$ cat src/fcd_pkg.sv
// Package for the four-channel DMA addressing block
package fcd_pkg;
    localparam int NUM_CHAN = 4;
    localparam int ADDR_W = 26;
    localparam int HALF_W = 16;
    localparam int CNT_W = 16;
    // Register offsets within a channel, channel stride 0x20 bytes
    localparam logic [7:0] OFF_SRC_HIGH = 8'h00;
    localparam logic [7:0] OFF_SRC_LOW = 8'h04;
    localparam logic [7:0] OFF_DST_HIGH = 8'h08;
    localparam logic [7:0] OFF_DST_LOW = 8'h0c;
    localparam logic [7:0] OFF_COUNT = 8'h10;
    localparam logic [7:0] OFF_CTRL = 8'h14;
    localparam int CHAN_SHIFT = 5;
    // Global registers
    localparam logic [7:0] OFF_IRQ_STATUS = 8'h80;
    localparam logic [7:0] OFF_IRQ_MASK = 8'h84;
    localparam logic [7:0] OFF_SW_TRIGGER = 8'h88;
    // Control register fields
    localparam int CTRL_ENABLE_BIT = 0;
    localparam int CTRL_INIT_BIT = 1;
    localparam int CTRL_SIZE16_BIT = 2;
    localparam int CTRL_TC_BIT = 7;
    localparam int CTRL_SRCDIR_LSB = 8;
    localparam int CTRL_DSTDIR_LSB = 10;
    localparam int CTRL_REQSEL_LSB = 12;
    localparam int DST_SPACE_BIT = 15;
    localparam int HIGH_ADDR_LSB = 0;
    localparam int HIGH_ADDR_W = 10;
    localparam logic [15:0] CTRL_RESET = 16'h0000;
    localparam logic [3:0] MASK_RESET = 4'h0;
    localparam logic [31:0] UNMAPPED_READ = 32'h00000000;

    typedef enum logic [1:0] {FCD_DIR_INC, FCD_DIR_DEC, FCD_DIR_FIX, FCD_DIR_BAD} fcd_dir_t;
    typedef enum logic [1:0] {FCD_REQ_PERIPH, FCD_REQ_PIN, FCD_REQ_SW, FCD_REQ_NONE} fcd_reqsel_t;

    typedef struct packed {
        logic read;
        logic write;
        logic [7:0] address;
        logic [31:0] writedata;
    } fcd_bus_req_t;

    typedef struct packed {
        logic rd;
        logic wr;
        logic size16;
        logic dst_space;
        logic [ADDR_W-1:0] addr;
        logic [15:0] wdata;
    } fcd_mem_req_t;
endpackage : fcd_pkg

$ cat src/fcd_sync.sv
// Two-stage synchroniser for pin-level request inputs
`timescale 1ns/1ps
`default_nettype none
module fcd_sync #(
    parameter int WIDTH = 4
) (
    input wire logic CLK_SYS,
    input wire logic RST,
    input wire logic [WIDTH-1:0] d,
    output logic [WIDTH-1:0] q
);
    logic [WIDTH-1:0] meta_reg;
    always_ff @(posedge CLK_SYS or posedge RST) begin
        if (RST) begin
            meta_reg <= '0;
            q <= '0;
        end else begin
            meta_reg <= d;
            q <= meta_reg;
        end
    end
endmodule : fcd_sync
`default_nettype wire

$ cat src/fcd_addr_step.sv
// Next-address calculation for one side of a transfer
`timescale 1ns/1ps
`default_nettype none
module fcd_addr_step (
    input wire logic [fcd_pkg::ADDR_W-1:0] addr,
    input wire fcd_pkg::fcd_dir_t dir,
    input wire logic size16,
    output logic [fcd_pkg::ADDR_W-1:0] next_addr
);
    logic [fcd_pkg::ADDR_W-1:0] step;
    always_comb begin
        step = size16 ? fcd_pkg::ADDR_W'(2) : fcd_pkg::ADDR_W'(1);
        unique case (dir)
            fcd_pkg::FCD_DIR_INC: next_addr = addr + step;
            fcd_pkg::FCD_DIR_DEC: next_addr = addr - step;
            default: next_addr = addr;
        endcase
    end
endmodule : fcd_addr_step
`default_nettype wire

$ cat src/fcd_dma.sv
// Four-channel DMA addressing controller with Avalon-MM slave
// Function
// - Four channels run independently, each with its own addresses and control
// - Each channel moves 8-bit or 16-bit units as configured
// - One programming allows up to 65,536 transfers
// - Each request moves one unit: source read, then destination write
// - Requests come from peripheral interrupts, external pins or software trigger
// - Any pairing of RAM, external memory and peripheral is allowed
// - 26-bit source address in two 16-bit halves, 16-bit access
// - 26-bit destination address in two 16-bit halves, 16-bit access
// - Destination space bit: 0 external or peripheral, 1 internal RAM
// - During a sequence the registers show the next transfer address
// - On completion the registers return to the programmed address
// - Two separate 16-bit reads, no snapshot of the full address
// - Completion flag sets on last transfer, clears on read
//
// The register addresses and register access over Avalon-MM were left to the implementer.
`timescale 1ns/1ps
`default_nettype none
module fcd_dma #(
    parameter int NCH = fcd_pkg::NUM_CHAN
) (
    input wire logic CLK_SYS,
    input wire logic RST,
    input wire logic [7:0] AVS_ADDRESS,
    input wire logic AVS_READ,
    input wire logic AVS_WRITE,
    input wire logic [31:0] AVS_WRITEDATA,
    output logic [31:0] AVS_READDATA,
    output logic AVS_WAITREQUEST,
    input wire logic [NCH-1:0] PERIPH_REQ,
    input wire logic [NCH-1:0] PIN_REQ,
    output var fcd_pkg::fcd_mem_req_t MEM_REQ,
    input wire logic MEM_DONE,
    input wire logic [15:0] MEM_RDATA,
    output logic IRQ
);
    localparam int W = fcd_pkg::ADDR_W;
    typedef enum logic [1:0] {FCD_IDLE, FCD_READ, FCD_WRITE} fcd_state_t;

    fcd_pkg::fcd_bus_req_t bus;
    logic [W-1:0] src_reg [NCH];
    logic [W-1:0] dst_reg [NCH];
    logic [W-1:0] src_prog_reg [NCH];
    logic [W-1:0] dst_prog_reg [NCH];
    logic [NCH-1:0] dsel_reg;
    logic [15:0] cnt_reg [NCH];
    logic [15:0] cnt_prog_reg [NCH];
    logic [15:0] ctrl_reg [NCH];
    logic [NCH-1:0] tc_reg;
    logic [NCH-1:0] pend_reg;
    logic [NCH-1:0] sts_reg;
    logic [NCH-1:0] mask_reg;
    logic [NCH-1:0] pin_sync;
    logic [NCH-1:0] pin_prev_reg;
    logic [NCH-1:0] periph_prev_reg;
    logic [NCH-1:0] sw_trig;
    logic [NCH-1:0] hw_req;
    fcd_state_t state_reg;
    logic [1:0] chan_reg;
    logic [15:0] data_reg;
    logic acc_done_reg;
    logic [W-1:0] src_next;
    logic [W-1:0] dst_next;
    logic [1:0] rch;
    logic [7:0] roff;
    logic in_chan;
    logic last;
    logic finish;
    logic [NCH-1:0] tc_read;

    function automatic logic [1:0] chan_of(input logic [7:0] a);
        chan_of = a[fcd_pkg::CHAN_SHIFT +: 2];
    endfunction : chan_of

    function automatic logic [7:0] off_of(input logic [7:0] a);
        off_of = {3'h0, a[fcd_pkg::CHAN_SHIFT-1:0]};
    endfunction : off_of

    assign bus = '{read: AVS_READ, write: AVS_WRITE, address: AVS_ADDRESS,
                   writedata: AVS_WRITEDATA};
    assign rch = chan_of(bus.address);
    assign roff = off_of(bus.address);
    assign in_chan = bus.address < 8'h80;
    // One wait cycle on every access, then the answer
    assign AVS_WAITREQUEST = (bus.read | bus.write) & ~acc_done_reg;

    always_ff @(posedge CLK_SYS or posedge RST) begin
        if (RST) begin
            acc_done_reg <= 1'b0;
        end else begin
            acc_done_reg <= (bus.read | bus.write) & ~acc_done_reg;
        end
    end

    fcd_sync #(.WIDTH(NCH)) u_pin_sync (
        .CLK_SYS(CLK_SYS),
        .RST(RST),
        .d(PIN_REQ),
        .q(pin_sync)
    );

    always_ff @(posedge CLK_SYS or posedge RST) begin
        if (RST) begin
            pin_prev_reg <= '0;
            periph_prev_reg <= '0;
        end else begin
            pin_prev_reg <= pin_sync;
            periph_prev_reg <= PERIPH_REQ;
        end
    end

    // Request source select per channel and software trigger
    always_comb begin
        for (int i = 0; i < NCH; i++) begin
            sw_trig[i] = bus.write & acc_done_reg & (bus.address == fcd_pkg::OFF_SW_TRIGGER)
                         & bus.writedata[i];
            unique case (fcd_pkg::fcd_reqsel_t'(ctrl_reg[i][fcd_pkg::CTRL_REQSEL_LSB +: 2]))
                fcd_pkg::FCD_REQ_PERIPH: hw_req[i] = PERIPH_REQ[i] & ~periph_prev_reg[i];
                fcd_pkg::FCD_REQ_PIN: hw_req[i] = pin_sync[i] & ~pin_prev_reg[i];
                fcd_pkg::FCD_REQ_SW: hw_req[i] = sw_trig[i];
                default: hw_req[i] = 1'b0;
            endcase
        end
    end

    fcd_addr_step u_src_step (
        .addr(src_reg[chan_reg]),
        .dir(fcd_pkg::fcd_dir_t'(ctrl_reg[chan_reg][fcd_pkg::CTRL_SRCDIR_LSB +: 2])),
        .size16(ctrl_reg[chan_reg][fcd_pkg::CTRL_SIZE16_BIT]),
        .next_addr(src_next)
    );

    fcd_addr_step u_dst_step (
        .addr(dst_reg[chan_reg]),
        .dir(fcd_pkg::fcd_dir_t'(ctrl_reg[chan_reg][fcd_pkg::CTRL_DSTDIR_LSB +: 2])),
        .size16(ctrl_reg[chan_reg][fcd_pkg::CTRL_SIZE16_BIT]),
        .next_addr(dst_next)
    );

    assign last = cnt_reg[chan_reg] == 16'h0000;
    assign finish = (state_reg == FCD_WRITE) & MEM_DONE;

    // Read of control clears completion flag
    always_comb begin
        for (int i = 0; i < NCH; i++) begin
            tc_read[i] = bus.read & acc_done_reg & in_chan & (rch == 2'(i))
                         & (roff == fcd_pkg::OFF_CTRL);
        end
    end

    // Transfer engine: one unit per request, read then write
    always_ff @(posedge CLK_SYS or posedge RST) begin
        if (RST) begin
            state_reg <= FCD_IDLE;
            chan_reg <= 2'h0;
            data_reg <= 16'h0000;
        end else begin
            unique case (state_reg)
                FCD_IDLE: begin
                    for (int i = NCH - 1; i >= 0; i--) begin
                        if (pend_reg[i]) begin
                            chan_reg <= 2'(i);
                            state_reg <= FCD_READ;
                        end
                    end
                end
                FCD_READ: begin
                    if (MEM_DONE) begin
                        data_reg <= MEM_RDATA;
                        state_reg <= FCD_WRITE;
                    end
                end
                FCD_WRITE: begin
                    if (MEM_DONE) begin
                        state_reg <= FCD_IDLE;
                    end
                end
                default: state_reg <= FCD_IDLE;
            endcase
        end
    end

    always_comb begin
        MEM_REQ.rd = state_reg == FCD_READ;
        MEM_REQ.wr = state_reg == FCD_WRITE;
        MEM_REQ.size16 = ctrl_reg[chan_reg][fcd_pkg::CTRL_SIZE16_BIT];
        MEM_REQ.dst_space = (state_reg == FCD_WRITE) & dsel_reg[chan_reg];
        MEM_REQ.addr = (state_reg == FCD_WRITE) ? dst_reg[chan_reg] : src_reg[chan_reg];
        MEM_REQ.wdata = data_reg;
    end

    // Per-channel pending requests, addresses, counts and control
    always_ff @(posedge CLK_SYS or posedge RST) begin
        if (RST) begin
            pend_reg <= '0;
            tc_reg <= '0;
            dsel_reg <= '0;
            for (int i = 0; i < NCH; i++) begin
                src_reg[i] <= '0;
                dst_reg[i] <= '0;
                src_prog_reg[i] <= '0;
                dst_prog_reg[i] <= '0;
                cnt_reg[i] <= 16'h0000;
                cnt_prog_reg[i] <= 16'h0000;
                ctrl_reg[i] <= fcd_pkg::CTRL_RESET;
            end
        end else begin
            for (int i = 0; i < NCH; i++) begin
                if (tc_read[i]) begin
                    tc_reg[i] <= 1'b0;
                end
                if (hw_req[i] & ctrl_reg[i][fcd_pkg::CTRL_ENABLE_BIT] & ~tc_reg[i]) begin
                    pend_reg[i] <= 1'b1;
                end
            end
            if (state_reg == FCD_IDLE) begin
                for (int i = 0; i < NCH; i++) begin
                    // Only the granted lowest channel drops its request
                    if (pend_reg[i] && ((pend_reg & ((NCH'(1) << i) - NCH'(1))) == '0)) begin
                        pend_reg[i] <= 1'b0;
                    end
                end
            end
            if (finish) begin
                if (last) begin
                    src_reg[chan_reg] <= src_prog_reg[chan_reg];
                    dst_reg[chan_reg] <= dst_prog_reg[chan_reg];
                    cnt_reg[chan_reg] <= cnt_prog_reg[chan_reg];
                    tc_reg[chan_reg] <= 1'b1;
                end else begin
                    src_reg[chan_reg] <= src_next;
                    dst_reg[chan_reg] <= dst_next;
                    cnt_reg[chan_reg] <= cnt_reg[chan_reg] - 16'h0001;
                end
            end
            if (bus.write & acc_done_reg & in_chan) begin
                unique case (roff)
                    fcd_pkg::OFF_SRC_HIGH: begin
                        src_reg[rch][W-1:16] <= bus.writedata[9:0];
                        src_prog_reg[rch][W-1:16] <= bus.writedata[9:0];
                    end
                    fcd_pkg::OFF_SRC_LOW: begin
                        src_reg[rch][15:0] <= bus.writedata[15:0];
                        src_prog_reg[rch][15:0] <= bus.writedata[15:0];
                    end
                    fcd_pkg::OFF_DST_HIGH: begin
                        dst_reg[rch][W-1:16] <= bus.writedata[9:0];
                        dst_prog_reg[rch][W-1:16] <= bus.writedata[9:0];
                        dsel_reg[rch] <= bus.writedata[fcd_pkg::DST_SPACE_BIT];
                    end
                    fcd_pkg::OFF_DST_LOW: begin
                        dst_reg[rch][15:0] <= bus.writedata[15:0];
                        dst_prog_reg[rch][15:0] <= bus.writedata[15:0];
                    end
                    fcd_pkg::OFF_COUNT: begin
                        cnt_reg[rch] <= bus.writedata[15:0];
                        cnt_prog_reg[rch] <= bus.writedata[15:0];
                    end
                    fcd_pkg::OFF_CTRL: begin
                        ctrl_reg[rch] <= {bus.writedata[15:3], 1'b0, 1'b0,
                                          bus.writedata[fcd_pkg::CTRL_ENABLE_BIT]};
                        ctrl_reg[rch][fcd_pkg::CTRL_SIZE16_BIT] <=
                            bus.writedata[fcd_pkg::CTRL_SIZE16_BIT];
                        if (bus.writedata[fcd_pkg::CTRL_INIT_BIT] &
                            ~bus.writedata[fcd_pkg::CTRL_ENABLE_BIT]) begin
                            pend_reg[rch] <= 1'b0;
                            tc_reg[rch] <= 1'b0;
                            src_reg[rch] <= src_prog_reg[rch];
                            dst_reg[rch] <= dst_prog_reg[rch];
                            cnt_reg[rch] <= cnt_prog_reg[rch];
                        end
                    end
                    default: ;
                endcase
            end
        end
    end

    // Interrupt status: completion sets, write-one clears, set wins
    always_ff @(posedge CLK_SYS or posedge RST) begin
        if (RST) begin
            sts_reg <= '0;
            mask_reg <= fcd_pkg::MASK_RESET;
        end else begin
            for (int i = 0; i < NCH; i++) begin
                if (finish & last & (chan_reg == 2'(i))) begin
                    sts_reg[i] <= 1'b1;
                end else if (bus.write & acc_done_reg &
                             (bus.address == fcd_pkg::OFF_IRQ_STATUS) & bus.writedata[i]) begin
                    sts_reg[i] <= 1'b0;
                end
            end
            if (bus.write & acc_done_reg & (bus.address == fcd_pkg::OFF_IRQ_MASK)) begin
                mask_reg <= bus.writedata[NCH-1:0];
            end
        end
    end

    assign IRQ = |(sts_reg & mask_reg);

    // Read data, one half per access, no snapshot
    always_ff @(posedge CLK_SYS or posedge RST) begin
        if (RST) begin
            AVS_READDATA <= 32'h00000000;
        end else if (bus.read & ~acc_done_reg) begin
            AVS_READDATA <= fcd_pkg::UNMAPPED_READ;
            if (in_chan) begin
                unique case (roff)
                    fcd_pkg::OFF_SRC_HIGH: AVS_READDATA <= {22'h0, src_reg[rch][W-1:16]};
                    fcd_pkg::OFF_SRC_LOW: AVS_READDATA <= {16'h0, src_reg[rch][15:0]};
                    fcd_pkg::OFF_DST_HIGH: AVS_READDATA <= {16'h0, dsel_reg[rch], 5'h0,
                                                            dst_reg[rch][W-1:16]};
                    fcd_pkg::OFF_DST_LOW: AVS_READDATA <= {16'h0, dst_reg[rch][15:0]};
                    fcd_pkg::OFF_COUNT: AVS_READDATA <= {16'h0, cnt_reg[rch]};
                    fcd_pkg::OFF_CTRL: AVS_READDATA <= {16'h0, ctrl_reg[rch][15:8],
                                                        tc_reg[rch], 4'h0,
                                                        ctrl_reg[rch][2], 2'h0};
                    default: ;
                endcase
            end else if (bus.address == fcd_pkg::OFF_IRQ_STATUS) begin
                AVS_READDATA <= {28'h0, sts_reg};
            end else if (bus.address == fcd_pkg::OFF_IRQ_MASK) begin
                AVS_READDATA <= {28'h0, mask_reg};
            end
        end
    end

    AST_ONE_UNIT_TWO_CYCLES: assert property (@(posedge CLK_SYS) disable iff (RST)
        (state_reg == FCD_READ && MEM_DONE) |=> MEM_REQ.wr)
        else $error("read not followed by write");
    AST_TC_ON_LAST: assert property (@(posedge CLK_SYS) disable iff (RST)
        (finish && last) |=> tc_reg[$past(chan_reg)])
        else $error("completion flag not set");
    AST_RESTORE_DST: assert property (@(posedge CLK_SYS) disable iff (RST)
        (finish && last && !(bus.write && acc_done_reg))
        |=> dst_reg[$past(chan_reg)] == $past(dst_prog_reg[chan_reg]))
        else $error("destination not restored");
    AST_RESTORE_SRC: assert property (@(posedge CLK_SYS) disable iff (RST)
        (finish && last && !(bus.write && acc_done_reg))
        |=> src_reg[$past(chan_reg)] == $past(src_prog_reg[chan_reg]))
        else $error("source not restored");
    AST_NEXT_DST: assert property (@(posedge CLK_SYS) disable iff (RST)
        (finish && !last && !(bus.write && acc_done_reg))
        |=> dst_reg[$past(chan_reg)] == $past(dst_next))
        else $error("destination did not advance");
    AST_SIZE_OUT: assert property (@(posedge CLK_SYS) disable iff (RST)
        (finish && !last && !(bus.write && acc_done_reg) && MEM_REQ.size16
         && ctrl_reg[chan_reg][fcd_pkg::CTRL_DSTDIR_LSB +: 2] == 2'h0)
        |=> dst_reg[$past(chan_reg)] == $past(MEM_REQ.addr) + 26'h2)
        else $error("16-bit unit did not step by two");
    AST_SPACE_SEL: assert property (@(posedge CLK_SYS) disable iff (RST)
        MEM_REQ.wr |-> MEM_REQ.dst_space == dsel_reg[chan_reg])
        else $error("destination space wrong");
    AST_WAIT_ONE: assert property (@(posedge CLK_SYS) disable iff (RST)
        $rose(AVS_READ | AVS_WRITE) |-> AVS_WAITREQUEST ##1 !AVS_WAITREQUEST)
        else $error("bus answer timing wrong");
    AST_TC_CLEAR: assert property (@(posedge CLK_SYS) disable iff (RST)
        (tc_read[0] && !(finish && last && chan_reg == 2'h0)) |=> !tc_reg[0])
        else $error("completion flag not cleared");
    COV_TRANSFER: cover property (@(posedge CLK_SYS) disable iff (RST) finish);
    COV_COMPLETE: cover property (@(posedge CLK_SYS) disable iff (RST) finish && last);
    COV_IRQ: cover property (@(posedge CLK_SYS) disable iff (RST) $rose(IRQ));
endmodule : fcd_dma
`default_nettype wire

$ cat config.mk
export PLATFORM = sky130hd
export DESIGN_NAME = fcd_dma
export DESIGN_NICKNAME = d
export VERILOG_FILES = /design/src/fcd_pkg.sv /design/src/fcd_sync.sv /design/src/fcd_addr_step.sv /design/src/fcd_dma.sv
export SDC_FILE = /design/constraint.sdc
export NUM_CORES = 2
export LEC_CHECK = 0
export ABC_AREA = 1
export BUFFER_PORTS_ARGS = -buffer_cell sky130_fd_sc_hd__buf_4
export CAP_MARGIN = 5
export CORE_MARGIN = 4
export CORE_UTILIZATION = 40
export DETAILED_ROUTE_END_ITERATION = 16
export PLACE_DENSITY_LB_ADDON = 0.12
export SKIP_CTS_REPAIR_TIMING = 1
export SYNTH_ARGS = -nofsm -noshare
export SYNTH_HDL_FRONTEND = slang
export SYNTH_SLANG_ARGS = --single-unit
$ cat constraint.sdc
create_clock -name CLK_SYS -period 56 [get_ports CLK_SYS]
set_input_delay 8.4 -clock CLK_SYS [delete_from_list [all_inputs] [get_ports CLK_SYS]]
set_output_delay 8.4 -clock CLK_SYS [all_outputs]
set_load 0.005 [all_outputs]
==> results.py <==
metrics = {
    "route": {
        "residual_antenna_violating_net_count_after_detailed_routing": 0,
        "routed_length_per_instance_um": 29.13,
        "first_pass_iters": 7,
        "num_vias": 56580,
        "via_per_inst": 6.356,
        "routed_wirelength_um": 259400,
        "initialDrtViolationCount": 8572,
        "detail_route.drc_violations": 0,
    },
    "synthesis": {
        "syn_inst": 7454,
        "synth_top_cell_area_share_pct": 34.42,
        "synth_enable_flop_cells": 0,
        "ys.warnings.count": 0,
        "mappedNetlistArea_mm2": 0.04777,
        "synth.area.top_cells": "dfrtp_1, nand2_1, o21ai_0",
        "portion_of_the_post_synthesis_area_used_by_sequential_elements_pct": 34.42,
        "avgSynthCellArea_um2": 6.409,
        "yosys.cell_types.count": 70,
        "synth_common_cells": "nand2_1, o21ai_0, dfrtp_1",
        "synth_most_common_cell": "nand2_1",
        "ys.flop_type": "dfrtp_1",
        "leading_area_contributor_after_synthesis": "dfrtp_1",
        "synth_register_bits": 657,
        "ys_async_sr_fraction_pct": 100.0,
    },
    "sta": {
        "setup-violations-final": 0,
        "tightest_slew_ns": 1.311,
        "maxClockFrequency_mhz": 58.14,
        "fin_worst_hold_slack_ns": 0.3553,
        "relSlewSlack_pct": 12.57,
        "clock-skew-final_ns": 0.04152,
        "hold_violations": 0,
        "final-max-slew-violation-count": 0,
        "setup_repair_after_global_routing_missed_its_margin": "no",
        "setup-tns-final_ns": 0,
        "post_route_fraction_of_the_period_consumed_by_the_critical_path_pct": 30.71,
        "timing.final.crit_period_ns": 17.20,
    },
    "grt": {
        "grt.met1_usage_pct": 50.78,
        "grt.overflow.total": 0,
        "groute.layer.met3.usage_pct": 13.75,
        "grt_usage_pct": 39.88,
        "grt_util_met2_pct": 56.21,
        "grt_first_pass_wirelength_um": 369400,
        "antenna_found_initial": 7,
        "first_global_vias": 52350,
        "busiest_layer_in_global_routing": "met2",
        "grt_max_degree": 147,
    },
    "layout": {
        "finish.net_count": 7385,
        "post_route_cells_drive_above_1_share_pct": 7.571,
        "area_delta_synth_final_pct": 10.34,
    },
    "die": {
        "rows": 126,
        "die_h_um": 353.6,
        "core_area_mm2": 0.1182,
        "fp.dieW_um": 353.6,
        "ioPinCount": 149,
        "floorplan.initialDensity_pct": 40.40,
        "design.die.area_mm2": 0.1250,
    },
    "placed_design": {
        "io_buffers": 116,
        "place_hpwl_um": 166600,
        "final_weighted_congestion_of_routability_driven_global_placement": 0.9956,
    },
    "critical_path": {
        "crit_path_top_delay_cell": "buf_4",
        "cp_cell_sequence": "buf_4 -> nor2_1 -> nor2_1 -> buf_4",
        "criticalPathCategory": "input pin to output port",
        "worst_setup_path_start_kind": "input pin",
        "critical_path_required_ns": 47.60,
        "critPathBufInv": 2,
        "critical-path-max-stage-delay_ns": 0.13,
        "cp_data_arrival_time_ns": 8.80,
        "worst_setup_path_end_kind": "output port",
        "kind_of_cell_adding_the_most_delay_to_the_critical_path": "buffers and inverters",
        "cp_max_fanout": 3,
    },
    "cts": {
        "cts.root.buffer_cell": "clkbuf_16",
        "clock_latency_ns": 0.72,
        "cts_max_level": 3,
        "path_clk_slew_ns": 0.06,
        "number_of_sinks_handled_by_clock_tree_synthesis": 657,
        "cts_tree": "built",
        "clk_path_buf_depth": 3,
        "tritoncts.num_buffers": 84,
    },
    "pwr": {
        "total_power_divided_by_cell_area_mw_per_mm2": 60.63,
        "standby_leakage_power_uw": 0.02575,
        "peakVddDrop_v": 0.00004473,
    },
    "flow_run": {
        "drv.max_cap_violation_count": 0,
    },
    "outcome": {
        "result_of_the_run": "finished clean",
    },
    "min_path": {
        "hold_crit_path_type": "register to register",
    },
}
[metrics by stage]
stage / area (µm²) / utilization [%] / setup slack [ns] / total power, µW / std cells
after global placement: 49810 / 42.12 / 38.80 / 2495 / 8743
after CTS: 52690 / 44.56 / 38.79 / 3095 / 8893
final: 52710 / 44.58 / 38.80 / 3196 / 8902
after detailed placement: 49810 / 42.12 / 38.79 / 2505 / 8743
after floorplan: 47830 / - / 29.19 / 1803 / 7469
after global routing: 52690 / 44.56 / 38.75 / 3353 / 8893
[worst paths after layout]
path,start,end,slack [ns],cells after the start
setup / recovery,AVS_WRITE,AVS_WAITREQUEST,38.80,4
setup reg to reg,chan_reg[1]$_DFFE_PP0P_,src_reg[30]$_DFF_PP0_,49.05,21
min in group asynchronous,RST,data_reg[0]$_DFFE_PP0P_,7.77,2
hold / removal,u_pin_sync.meta_reg[2]$_DFF_PP0_,u_pin_sync.q[2]$_DFF_PP0_,0.36,0
hold reg to reg,u_pin_sync.meta_reg[2]$_DFF_PP0_,u_pin_sync.q[2]$_DFF_PP0_,0.36,0
max in group asynchronous,RST,dst_prog_reg[101]$_DFFE_PP0P_,45.10,5
[power by group]
| group | switching, µW | leakage, µW | total, µW | internal (µW) |
|---|---|---|---|---|
| Sequential | 85.9 | 0.00806 | 668 | 582 |
| Clock | 243 | 0.00142 | 586 | 343 |
| Combinational | 1420 | 0.0163 | 1940 | 519 |
| Total | 1750 | 0.0257 | 3200 | 1440 |
[metal layers]
layer,vias up,part of all wire (%)
met2,4296,40
met1,26630,37
met3,1068,14
met4,4,8.5
met5,-,0.0081
li1,24580,-
[final cells by class]
cell class | instances | area (µm²)
Fill cell | 12430 | 65530
Clock buffer | 119 | 2464
Multi-Input combinational cell | 5659 | 27060
Inverter | 626 | 2384
Clock inverter | 31 | 415.4
Antenna cell | 9 | 22.52
Tap cell | 1536 | 1922
Sequential cell | 657 | 16440
Timing Repair Buffer | 265 | 2002
[layout by cell type, fill, tap and decap left out, types with 14 or more instances in the layout]
| master | netlist | final |
|---|---|---|
| a21oi_1 | 387 | 386 |
| a22oi_1 | 59 | 59 |
| a31oi_1 | 53 | 53 |
| buf_4 | 30 | 264 |
| clkbuf_16 | 0 | 84 |
| clkbuf_8 | 0 | 23 |
| clkinv_2 | 0 | 15 |
| conb_1 | 1 | 16 |
| dfrtp_1 | 657 | 657 |
| ha_1 | 21 | 21 |
| inv_1 | 585 | 578 |
| inv_2 | 29 | 33 |
| mux2_2 | 16 | 16 |
| nand2_1 | 2470 | 2466 |
| nand3_1 | 401 | 401 |
| nand4_1 | 21 | 21 |
| nor2_1 | 605 | 580 |
| nor2_2 | 11 | 15 |
| nor2_4 | 2 | 23 |
| nor3_1 | 53 | 53 |
| o2111ai_1 | 14 | 14 |
| o211ai_1 | 82 | 82 |
| o21a_1 | 16 | 16 |
| o21ai_0 | 661 | 661 |
| o21ai_1 | 126 | 126 |
| o221ai_1 | 91 | 91 |
| o22ai_1 | 299 | 299 |
| o31ai_1 | 27 | 27 |
| o32ai_1 | 17 | 17 |
| or2_2 | 27 | 27 |
| xor2_1 | 15 | 15 |
[worst register-to-register path, stage by stage (launching register included)]
cell and delay (ns):
dfrtp_1 0.36, buf_4 0.20, buf_4 0.27, nand2_4 0.52
inv_2 0.64, buf_4 0.57, a221oi_1 0.87, ha_1 0.29
inv_1 0.07, fa_1 0.46, nand3_1 0.10, and2_1 0.37
nor2_1 0.11, o21ai_0 0.88, o211ai_1 0.41, nand3_1 0.18
o21ai_1 0.12, nand2_1 0.11, nand3_1 0.08, nand2_1 0.09
nand2_1 0.05, o21ai_0 0.10
[cell families (layout without fill, tap and decap cells)]
family,after synthesis,in the layout,synth area share (%)
AOI/OAI and AO/OA,1939,1939,24.04
buffers and inverters,1153,1041,9.531
and+or+nand+nor,3632,3632,30.36
DFF,657,657,34.42
xor gates and xnor gates,22,22,0.4034
muxes,27,27,0.6077
other,1,25,0.007850
adders and majority gates,23,23,0.6339
No activity file was read; power rests on OpenSTA's default activity.
